<file path="src/design/burst_prot_map.vh">
/*
 burst mode and protection control: timing counts, counter values and
 mode codes. assumes core_clk at 200 MHz.
*/
`ifndef BURST_PROT_MAP_VH
`define BURST_PROT_MAP_VH

`define CLK_MHZ 200
// burst timer period 20 us (50 kHz)
`define BURST_PERIOD_NS 20000
`define BURST_PERIOD_CYC (`BURST_PERIOD_NS * `CLK_MHZ / 1000)
// overload blanking 24 ms
`define OVERLOAD_BLANK_MS 24
`define OVERLOAD_BLANK_CYC (`OVERLOAD_BLANK_MS * `CLK_MHZ * 1000)
// burst entry blanking, output overvoltage blanking, max on time: no figure
`define ENTRY_BLANK_CYC 20000
`define OVP_BLANK_CYC 200
`define MAX_ON_CYC 6000
`define UPDN_BURST_VAL 3'h7
`define UPDN_EXIT_VAL 3'h1

`define MODE_OFF 3'h0
`define MODE_NORMAL 3'h1
`define MODE_BURST_RUN 3'h2
`define MODE_BURST_PAUSE 3'h3
`define MODE_LATCHED 3'h4

`endif

</file>
<file path="src/design/burst_prot_ctrl.v">
/*
 burst mode and protection control of a quasi-resonant flyback controller.
 assumes comparator levels arrive on core_clk edges and that an outer
 normal-mode generator supplies norm_gate_on / norm_gate_off pulses.
*/
`timescale 1ns/1ps
`include "burst_prot_map.vh"

module burst_prot_ctrl #(
    parameter OVERLOAD_CYC = `OVERLOAD_BLANK_CYC,
    parameter ENTRY_CYC = `ENTRY_BLANK_CYC,
    parameter MAX_ON = `MAX_ON_CYC
) (
    // clock and reset
    input wire core_clk,
    input wire resetn,
    // feedback comparators
    input wire fb_below_entry,
    input wire fb_above_upper,
    input wire fb_below_lower,
    input wire fb_above_exit,
    input wire fb_pulled_high,
    // current sense and zero crossing comparators
    input wire cs_above_burst_limit,
    input wire cs_above_short_winding,
    input wire zc_above_ovp,
    // supply and temperature comparators
    input wire vcc_below_turnoff,
    input wire vcc_above_turnon,
    input wire vcc_overvoltage,
    input wire over_temp,
    // normal-mode switching requests and counter
    input wire norm_gate_on,
    input wire norm_gate_off,
    input wire [2:0] updn_count,
    // outputs
    output reg gate_drive,
    output reg startup_cell_en,
    output reg burst_active,
    output reg bias_en,
    output reg updn_load,
    output reg [2:0] updn_load_val,
    output reg latched_off,
    output reg auto_restart
);

    localparam NSYNC = 12;
    localparam PER = `BURST_PERIOD_CYC;
    localparam HALF = PER / 2;

    // two-stage synchronisers, one per comparator
    wire [NSYNC-1:0] raw;
    reg [NSYNC-1:0] s1_q;
    reg [NSYNC-1:0] s2_q;
    assign raw = {fb_below_entry, fb_above_upper, fb_below_lower,
        fb_above_exit, fb_pulled_high, cs_above_burst_limit,
        cs_above_short_winding, zc_above_ovp, vcc_below_turnoff,
        vcc_above_turnon, vcc_overvoltage, over_temp};
    genvar gi;
    generate
        for (gi = 0; gi < NSYNC; gi = gi + 1) begin : g_sync
            always @(posedge core_clk) begin
                if (!resetn) begin
                    s1_q[gi] <= 1'b0;
                    s2_q[gi] <= 1'b0;
                end else begin
                    s1_q[gi] <= raw[gi];
                    s2_q[gi] <= s1_q[gi];
                end
            end
        end
    endgenerate

    wire entry_s = s2_q[11];
    wire upper_s = s2_q[10];
    wire lower_s = s2_q[9];
    wire exit_s = s2_q[8];
    wire olhigh_s = s2_q[7];
    wire csb_s = s2_q[6];
    wire cssw_s = s2_q[5];
    wire ovp_s = s2_q[4];
    wire vlow_s = s2_q[3];
    wire von_s = s2_q[2];
    wire vovp_s = s2_q[1];
    wire otemp_s = s2_q[0];

    reg [2:0] mode_q;
    reg [2:0] mode_d;
    reg [24:0] entry_cnt_q;
    reg [24:0] ol_cnt_q;
    reg [15:0] ovp_cnt_q;
    reg [15:0] tmr_q;
    reg [15:0] on_cnt_q;

    wire entry_done = (entry_cnt_q >= ENTRY_CYC);
    wire ol_done = (ol_cnt_q >= OVERLOAD_CYC);
    wire ovp_done = (ovp_cnt_q >= `OVP_BLANK_CYC);
    wire tmr_wrap = (tmr_q == PER - 1);

    // fault sorting
    wire ar_fault = vlow_s | vovp_s | ol_done | otemp_s;
    wire lo_fault = ovp_done | (gate_drive & cssw_s);

    always @* begin
        mode_d = mode_q;
        case (mode_q)
            `MODE_OFF: begin
                if (von_s && !vovp_s && !otemp_s) begin
                    mode_d = `MODE_NORMAL;
                end
            end
            `MODE_NORMAL: begin
                if (entry_s && updn_count == `UPDN_BURST_VAL && entry_done) begin
                    mode_d = `MODE_BURST_PAUSE;
                end
            end
            `MODE_BURST_RUN: begin
                if (exit_s) begin
                    mode_d = `MODE_NORMAL;
                end else if (lower_s) begin
                    mode_d = `MODE_BURST_PAUSE;
                end
            end
            `MODE_BURST_PAUSE: begin
                if (exit_s) begin
                    mode_d = `MODE_NORMAL;
                end else if (upper_s) begin
                    mode_d = `MODE_BURST_RUN;
                end
            end
            `MODE_LATCHED: begin
                mode_d = `MODE_LATCHED;
            end
            default: begin
                mode_d = `MODE_OFF;
            end
        endcase
        // faults override any switching state
        if (mode_q != `MODE_LATCHED && mode_q != `MODE_OFF) begin
            if (lo_fault) begin
                mode_d = `MODE_LATCHED;
            end else if (ar_fault) begin
                mode_d = `MODE_OFF;
            end
        end
        if (mode_q == `MODE_OFF && lo_fault) begin
            mode_d = `MODE_LATCHED;
        end
    end

    wire in_burst = (mode_q == `MODE_BURST_RUN) ||
        (mode_q == `MODE_BURST_PAUSE);
    wire running = (mode_q == `MODE_NORMAL) || in_burst;
    wire leave_burst = in_burst && mode_d == `MODE_NORMAL;

    // burst turn-off: current limit or half period, first wins
    wire burst_off = csb_s || (tmr_q >= HALF - 1);
    wire max_on_hit = (on_cnt_q >= MAX_ON - 1);

    // mode register
    always @(posedge core_clk) begin
        if (!resetn) begin
            mode_q <= `MODE_OFF;
        end else begin
            mode_q <= mode_d;
        end
    end

    // entry blanking restarts whenever a condition drops
    always @(posedge core_clk) begin
        if (!resetn) begin
            entry_cnt_q <= 25'h0;
        end else if (mode_q == `MODE_NORMAL && entry_s &&
            updn_count == `UPDN_BURST_VAL) begin
            if (!entry_done) begin
                entry_cnt_q <= entry_cnt_q + 25'h1;
            end
        end else begin
            entry_cnt_q <= 25'h0;
        end
    end

    // overload blanking, not counted in burst
    always @(posedge core_clk) begin
        if (!resetn) begin
            ol_cnt_q <= 25'h0;
        end else if (running && olhigh_s && !in_burst) begin
            if (!ol_done) begin
                ol_cnt_q <= ol_cnt_q + 25'h1;
            end
        end else begin
            ol_cnt_q <= 25'h0;
        end
    end

    // ovp only counts while the switch is off
    always @(posedge core_clk) begin
        if (!resetn) begin
            ovp_cnt_q <= 16'h0;
        end else if (running && !gate_drive && ovp_s) begin
            if (!ovp_done) begin
                ovp_cnt_q <= ovp_cnt_q + 16'h1;
            end
        end else begin
            ovp_cnt_q <= 16'h0;
        end
    end

    // fixed-frequency burst timer
    always @(posedge core_clk) begin
        if (!resetn) begin
            tmr_q <= 16'h0;
        end else if (mode_q == `MODE_BURST_RUN && !tmr_wrap) begin
            tmr_q <= tmr_q + 16'h1;
        end else begin
            tmr_q <= 16'h0;
        end
    end

    // on time, any mode
    always @(posedge core_clk) begin
        if (!resetn) begin
            on_cnt_q <= 16'h0;
        end else if (gate_drive) begin
            on_cnt_q <= on_cnt_q + 16'h1;
        end else begin
            on_cnt_q <= 16'h0;
        end
    end

    // gate flip-flop, any stop beats any start while the gate is on
    always @(posedge core_clk) begin
        if (!resetn) begin
            gate_drive <= 1'b0;
        end else if (mode_d == `MODE_OFF || mode_d == `MODE_LATCHED ||
            mode_d == `MODE_BURST_PAUSE || max_on_hit) begin
            gate_drive <= 1'b0;
        end else if (mode_q == `MODE_BURST_RUN) begin
            if (gate_drive && burst_off) begin
                gate_drive <= 1'b0;
            end else if (tmr_wrap) begin
                gate_drive <= 1'b1;
            end
        end else if (mode_q == `MODE_NORMAL) begin
            if (gate_drive && norm_gate_off) begin
                gate_drive <= 1'b0;
            end else if (norm_gate_on) begin
                gate_drive <= 1'b1;
            end
        end
    end

    // startup cell hysteresis, off while running
    always @(posedge core_clk) begin
        if (!resetn) begin
            startup_cell_en <= 1'b0;
        end else if (mode_d == `MODE_OFF || mode_d == `MODE_LATCHED) begin
            if (vlow_s) begin
                startup_cell_en <= 1'b1;
            end else if (von_s) begin
                startup_cell_en <= 1'b0;
            end
        end else begin
            startup_cell_en <= 1'b0;
        end
    end

    // burst flag covers run and pause
    always @(posedge core_clk) begin
        if (!resetn) begin
            burst_active <= 1'b0;
        end else begin
            burst_active <= (mode_d == `MODE_BURST_RUN) ||
                (mode_d == `MODE_BURST_PAUSE);
        end
    end

    // bias dropped while paused saves supply current
    always @(posedge core_clk) begin
        if (!resetn) begin
            bias_en <= 1'b0;
        end else begin
            bias_en <= (mode_d != `MODE_BURST_PAUSE) &&
                (mode_d != `MODE_OFF) && (mode_d != `MODE_LATCHED);
        end
    end

    // one-cycle load strobe on burst exit
    always @(posedge core_clk) begin
        if (!resetn) begin
            updn_load <= 1'b0;
        end else begin
            updn_load <= leave_burst;
        end
    end

    // load value
    always @(posedge core_clk) begin
        if (!resetn) begin
            updn_load_val <= 3'h0;
        end else begin
            updn_load_val <= `UPDN_EXIT_VAL;
        end
    end

    // latched off, left only by reset
    always @(posedge core_clk) begin
        if (!resetn) begin
            latched_off <= 1'b0;
        end else begin
            latched_off <= (mode_d == `MODE_LATCHED);
        end
    end

    // auto-restart waits in off
    always @(posedge core_clk) begin
        if (!resetn) begin
            auto_restart <= 1'b0;
        end else begin
            auto_restart <= (mode_d == `MODE_OFF);
        end
    end

endmodule

</file>
<file path="config.mk">
export PLATFORM = sky130hd
export DESIGN_NAME = burst_prot_ctrl
export DESIGN_NICKNAME = d
export VERILOG_FILES = /design/src/design/burst_prot_ctrl.v
export VERILOG_INCLUDE_DIRS = /design/src /design/src/design
export SDC_FILE = /design/constraint.sdc
export NUM_CORES = 1
export LEC_CHECK = 0
export BUFFER_PORTS_ARGS = -buffer_cell sky130_fd_sc_hd__buf_2
export CELL_PAD_IN_SITES_DETAIL_PLACEMENT = 0
export CELL_PAD_IN_SITES_GLOBAL_PLACEMENT = 2
export CORE_ASPECT_RATIO = 0.8
export CORE_UTILIZATION = 34
export CTS_CLUSTER_SIZE = 12
export DETAILED_ROUTE_END_ITERATION = 8
export PLACE_DENSITY_LB_ADDON = 0.1
export SKIP_CTS_REPAIR_TIMING = 1
export SLEW_MARGIN = 30
export SYNTH_ARGS = -nofsm -noshare
export SYNTH_HDL_FRONTEND = slang
export SYNTH_SLANG_ARGS = --single-unit
</file>
<file path="constraint.sdc">
create_clock -name core_clk -period 2 [get_ports core_clk]
set_input_delay 0.4 -clock core_clk [delete_from_list [all_inputs] [get_ports core_clk]]
set_output_delay 0.4 -clock core_clk [all_outputs]
set_load 0.02 [all_outputs]
</file>
[Yosys cells after proc, flatten, opt, wreduce, memory -nomap -nowiden]
Cells that the tools add are included.
Storage, ports and cells
  register bits: 135
  input bits: 19
  output and inout port bits: 10
  word-level logic and storage cells: 133
Cells by class
  add/sub/neg operators: 5
  $lt $le $gt $ge: 5
  equal/unequal tests: 14
  multiplexer cells: 20
  bitwise operators: 6
  reduce and logical (&&, ||, !) cells: 45
Operators with widths (number)
  adder 25 x 1 -> 25 bit, second input constant: 2
  adder 16 x 1 -> 16 bit, second input constant: 3
  two-way mux 3 bit: 10
  >= comparator 25 x 15 -> 1 bit, second input constant: 1
  >= comparator 25 x 23 -> 1 bit, second input constant: 1
  logical AND 1 bit: 18
  equality test 16 x 12 -> 1 bit, second input constant: 1
  >= comparator 16 x 11 -> 1 bit, second input constant: 1
  >= comparator 16 x 13 -> 1 bit, second input constant: 1
  >= comparator 16 x 8 -> 1 bit, second input constant: 1
  case mux 3 bit (5 select lines): 1
  equality test 3 x 2 -> 1 bit, second input constant: 4
  AND reduction 2 bit: 6
  equality test 3 bit, second input constant: 3
  two-way mux 1 bit: 9
  nonzero test 3 bit: 3
  logical OR 1 bit: 7
  equality test 3 x 1 -> 1 bit, second input constant: 2
  zero test 3 bit: 2
  != test 3 x 2 -> 1 bit, second input constant: 2
  != test 3 bit, second input constant: 2
  zero test 1 bit: 5
  bitwise OR 1 bit: 4
  nonzero test 2 bit: 2
  4 further kinds: 4

[Depth between registers and ports, before layout]
  word-level depth: 14
  gate-level depth with buffers: 7
  gate-level depth less buffers: 6

[Worst setup path before layout]
OpenSTA, ideal clock, no wires.
  path type: flip-flop to flip-flop
  start: register ol_cnt_q[17]
  end: register ol_cnt_q[11]
  arrival time: 1884 ps
  path slack: 45 ps
  cell stages (with the launch flop): 8
  path buffers: 2
  period minus slack after synthesis: 1955 ps
  cells stage by stage: dfxtp_1 > buf_6 > or4_4 > a21oi_4 > o2111ai_2 > buf_6 > or3_1 > a21oi_1
Between the ends
  longest elaborated chain between the ends: 1
Ends and longest elaborated chain
  from (decl): line burst_prot_ctrl.v:90  | reg [24:0] ol_cnt_q;
  from (signal assigned): line burst_prot_ctrl.v:189  | ol_cnt_q <= ol_cnt_q + 25'h1;
  >= comparator 25 x 23 -> 1 bit: line burst_prot_ctrl.v:96  | wire ol_done = (ol_cnt_q >= OVERLOAD_CYC);
Every way passes these cells.
A chain may end at the register's enable or synchronous reset.

[Worst setup path in the final report]
  start: register ol_cnt_q[14]
  end: register ol_cnt_q[19]
Between the ends
  longest elaborated chain between the ends: 1
Ends and longest elaborated chain (line)
  adder 25 x 1 -> 25 bit / >= comparator 25 x 23 -> 1 bit (equally long branches): burst_prot_ctrl.v:189, burst_prot_ctrl.v:96
Several ways; a longest one is shown, not always the timed one.

==> results.txt <==
Max Fclk: 0.510 GHz
Crit-path cells: or4_4 -> a21oi_4 -> o2111ai_4 -> buf_6 -> or3_4 -> a21oi_2
Final wirelength: 11600 um
Worst setup EP type: flip-flop
Post-synth EDFFs: 0
DR WL/cell: 13.3 um
Commonest non-fill, non-tap cell in the layout: dfxtp_1
DRT antenna net count: 0
Setup crit start kind: flip-flop
Crit path time final: 1.96 ns
Max H-tree Level: 4
Leading cell types in the layout, fill and taps excluded: 132 x dfxtp_1, 71 x nor2_1, 48 x and2_1, 38 x nand2_1
Post-synth top area share: 49.0%
Hold crit path type: in -> reg
PD cells: 911 nW/um^2
GP Congestion: 0.783
Fin. max-slew vios: 0
Delay of the slowest critical-path stage: 0.54 ns
Clk root buf: clkbuf_16
Core box area: 15300 um^2
IO Count: 29
Cell area after synthesis: 5440 um^2
Final setup margin: 0.0388 ns
Drt pass-1 iters: 4
Outcome: finished clean
Period Utilization, post-route: 98.1%
Area grow syn2layout: 23.3%
Final Hold Fails: 0
Largest net degree at the start of global routing: 22
Worst-Skew Late Latency: 0.42 ns
Worst Path Arrival: 2.32 ns
DRC Markers: 0
Avg Vias per Cell: 4.80
Largest cells by area after synthesis: dfxtp_1 49%, and2_1 5.5%, nor2_1 4.9%, xor2_1 3.9%, xnor2_1 3.5%
Total Routing Usage GR: 15.5%
Initial Utilization: 35.5%
Clock transition at path regs: 0.06 ns
Final Skew: 0.00803 ns
Top FF cell, synth: dfxtp_1
Share of layout cells above drive strength 1: 17.3%
Critical path peak fanout: 4
Async S/R FF share, synth: 0%
Gate Count Post-Synth: 594
CP max stage cell: or4_4
Core Rows: 40
Global-route wire length before repair: 19700 um
CTS tree: built
Hpwl dp: 8090 um
Gr ovfl total: 0
Port Buffers: 26
# nets final: 678
Max_cap viols: 0
Final Setup Violations: 0
Peak supply drop: 0.000523 V
Die W: 143 um
Crit path kind: reg -> reg
Yosys warnings: 0
Yosys reg bits: 133
Routed vias: 4199
Required @ worst endpoint: 2.35 ns
RSZ-0062 raised after global routing: yes
Cell leakage power: 0.00237 uW
Synth area leader: dfxtp_1
Maximum clock path buffer count: 2
Worst Max-Slew Pin Slew: 0.550 ns
Clk sinks: 133
Syn avg cell area: 9.16 um^2
Die ar.: 16500 um^2
Post-synth cell types: 57
Slew headroom: 63.2%
N_diodes: 0
Post-synthesis sequential area ratio: 49.0%
Hold slack: 0.178 ns
Setup WS pre-CTS: 0.0161 ns
CTS Buf Count: 17
Initial antenna violation count: 0
Initial DRC count: 249
Die span in y: 115 um
Vias in the first global route: 4061
where the power goes:
part	internal [uW]	switching, uW
logic	43.9	51.4
clock network	2110	1220
registers	2680	13.5
per-layer routing:
layer,vias up,global-route usage (%),wire [um]
met5,-,0,0
met4,0,5.53,128
met3,13,5.25,367
met2,41,23.3,5000
met1,1972,20.7,6100
li1,2173,-,-
Yosys cell counts, types with 2 or more instances:
master     instances
o2111ai_1          5
nand2_1           38
nor3b_1            5
xor2_1            24
nor2b_1            5
or3_1             14
or4_1              4
a21oi_1           26
o2111ai_2          2
ha_1               8
inv_1             17
nor4_2             2
buf_6              3
clkbuf_1          16
and4_1             5
a31oi_1            3
dfxtp_1          133
buf_4              2
and3_1            15
o31ai_1            2
nand3b_1           2
nor3_1             7
o21ai_0           23
xnor2_1           22
o211ai_1           2
nand4_1           13
nor4_1            13
nor2_1            71
mux2i_1            3
nand2b_1           4
a31o_2             3
nand3_1           29
and2_1            48
o21a_1             2
path summary, 6_finish.rpt:
kind	from	end	slack (ns)	cells past startpoint
setup / recovery	ol_cnt_q[14]$_SDFFE_PN0N_	ol_cnt_q[19]$_SDFFE_PN0N_	0.04	6
hold / removal	zc_above_ovp	s1_q[4]$_SDFF_PN0_	0.18	2
setup reg to reg	ol_cnt_q[14]$_SDFFE_PN0N_	ol_cnt_q[19]$_SDFFE_PN0N_	0.04	6
hold reg to reg	s1_q[2]$_SDFF_PN0_	von_s$_SDFF_PN0_	0.43	1
state kept, by name (all words and copies together), names as in the netlist, 3 cells and up:
signal and count:
s1_q 12, ovp_cnt_q 16, on_cnt_q 16, ol_cnt_q 25, tmr_q 16, mode_q 3, entry_cnt_q 25
area by class of cell:
class,instances,area (um^2)
fillers,1558,8610
clock buffers,19,433
repair buffers,58,382
multi-input cells,424,2710
flip-flops and latches,133,2660
clock inverters,13,196
inverters,17,63.8
well taps,210,263
stage by stage:
stage | TNS, ns | area (um^2) | std cells | power (uW) | utilization (%)
6_report | 0 | 6710 | 874 | 6110 | 43.8
5_1_grt | -0.340 | 6710 | 874 | 6340 | 43.8
3_3_place_gp | 0 | 5950 | 840 | 2850 | 38.9
4_1_cts | -0.00650 | 6580 | 872 | 6210 | 43.0
3_5_place_dp | 0 | 5950 | 840 | 2850 | 38.9
2_1_floorplan | 0 | 5440 | 595 | 2800 | -
critical path, delay by kind of cell (launching register included):
| kind | cells | cell delay (ns) |
|---|---|---|
| buffers and inverters | 1 | 0.18 |
| flip-flops | 1 | 0.32 |
| AO/OA/AOI/OAI | 3 | 0.51 |
| AND/OR/NAND/NOR | 2 | 0.90 |
cell families after synthesis:
family | after synthesis | share of synthesized area, %
AND/OR/NAND/NOR | 283 | 28.0
XOR/XNOR | 46 | 7.41
flip-flops | 133 | 49.0
adder cells (fa/ha/maj) | 8 | 1.84
multiplexers | 3 | 0.552
buffers and inverters | 38 | 3.17
AO/OA/AOI/OAI | 82 | 10.0
other | 1 | 0.0689
No activity file was read; power rests on OpenSTA's default activity.
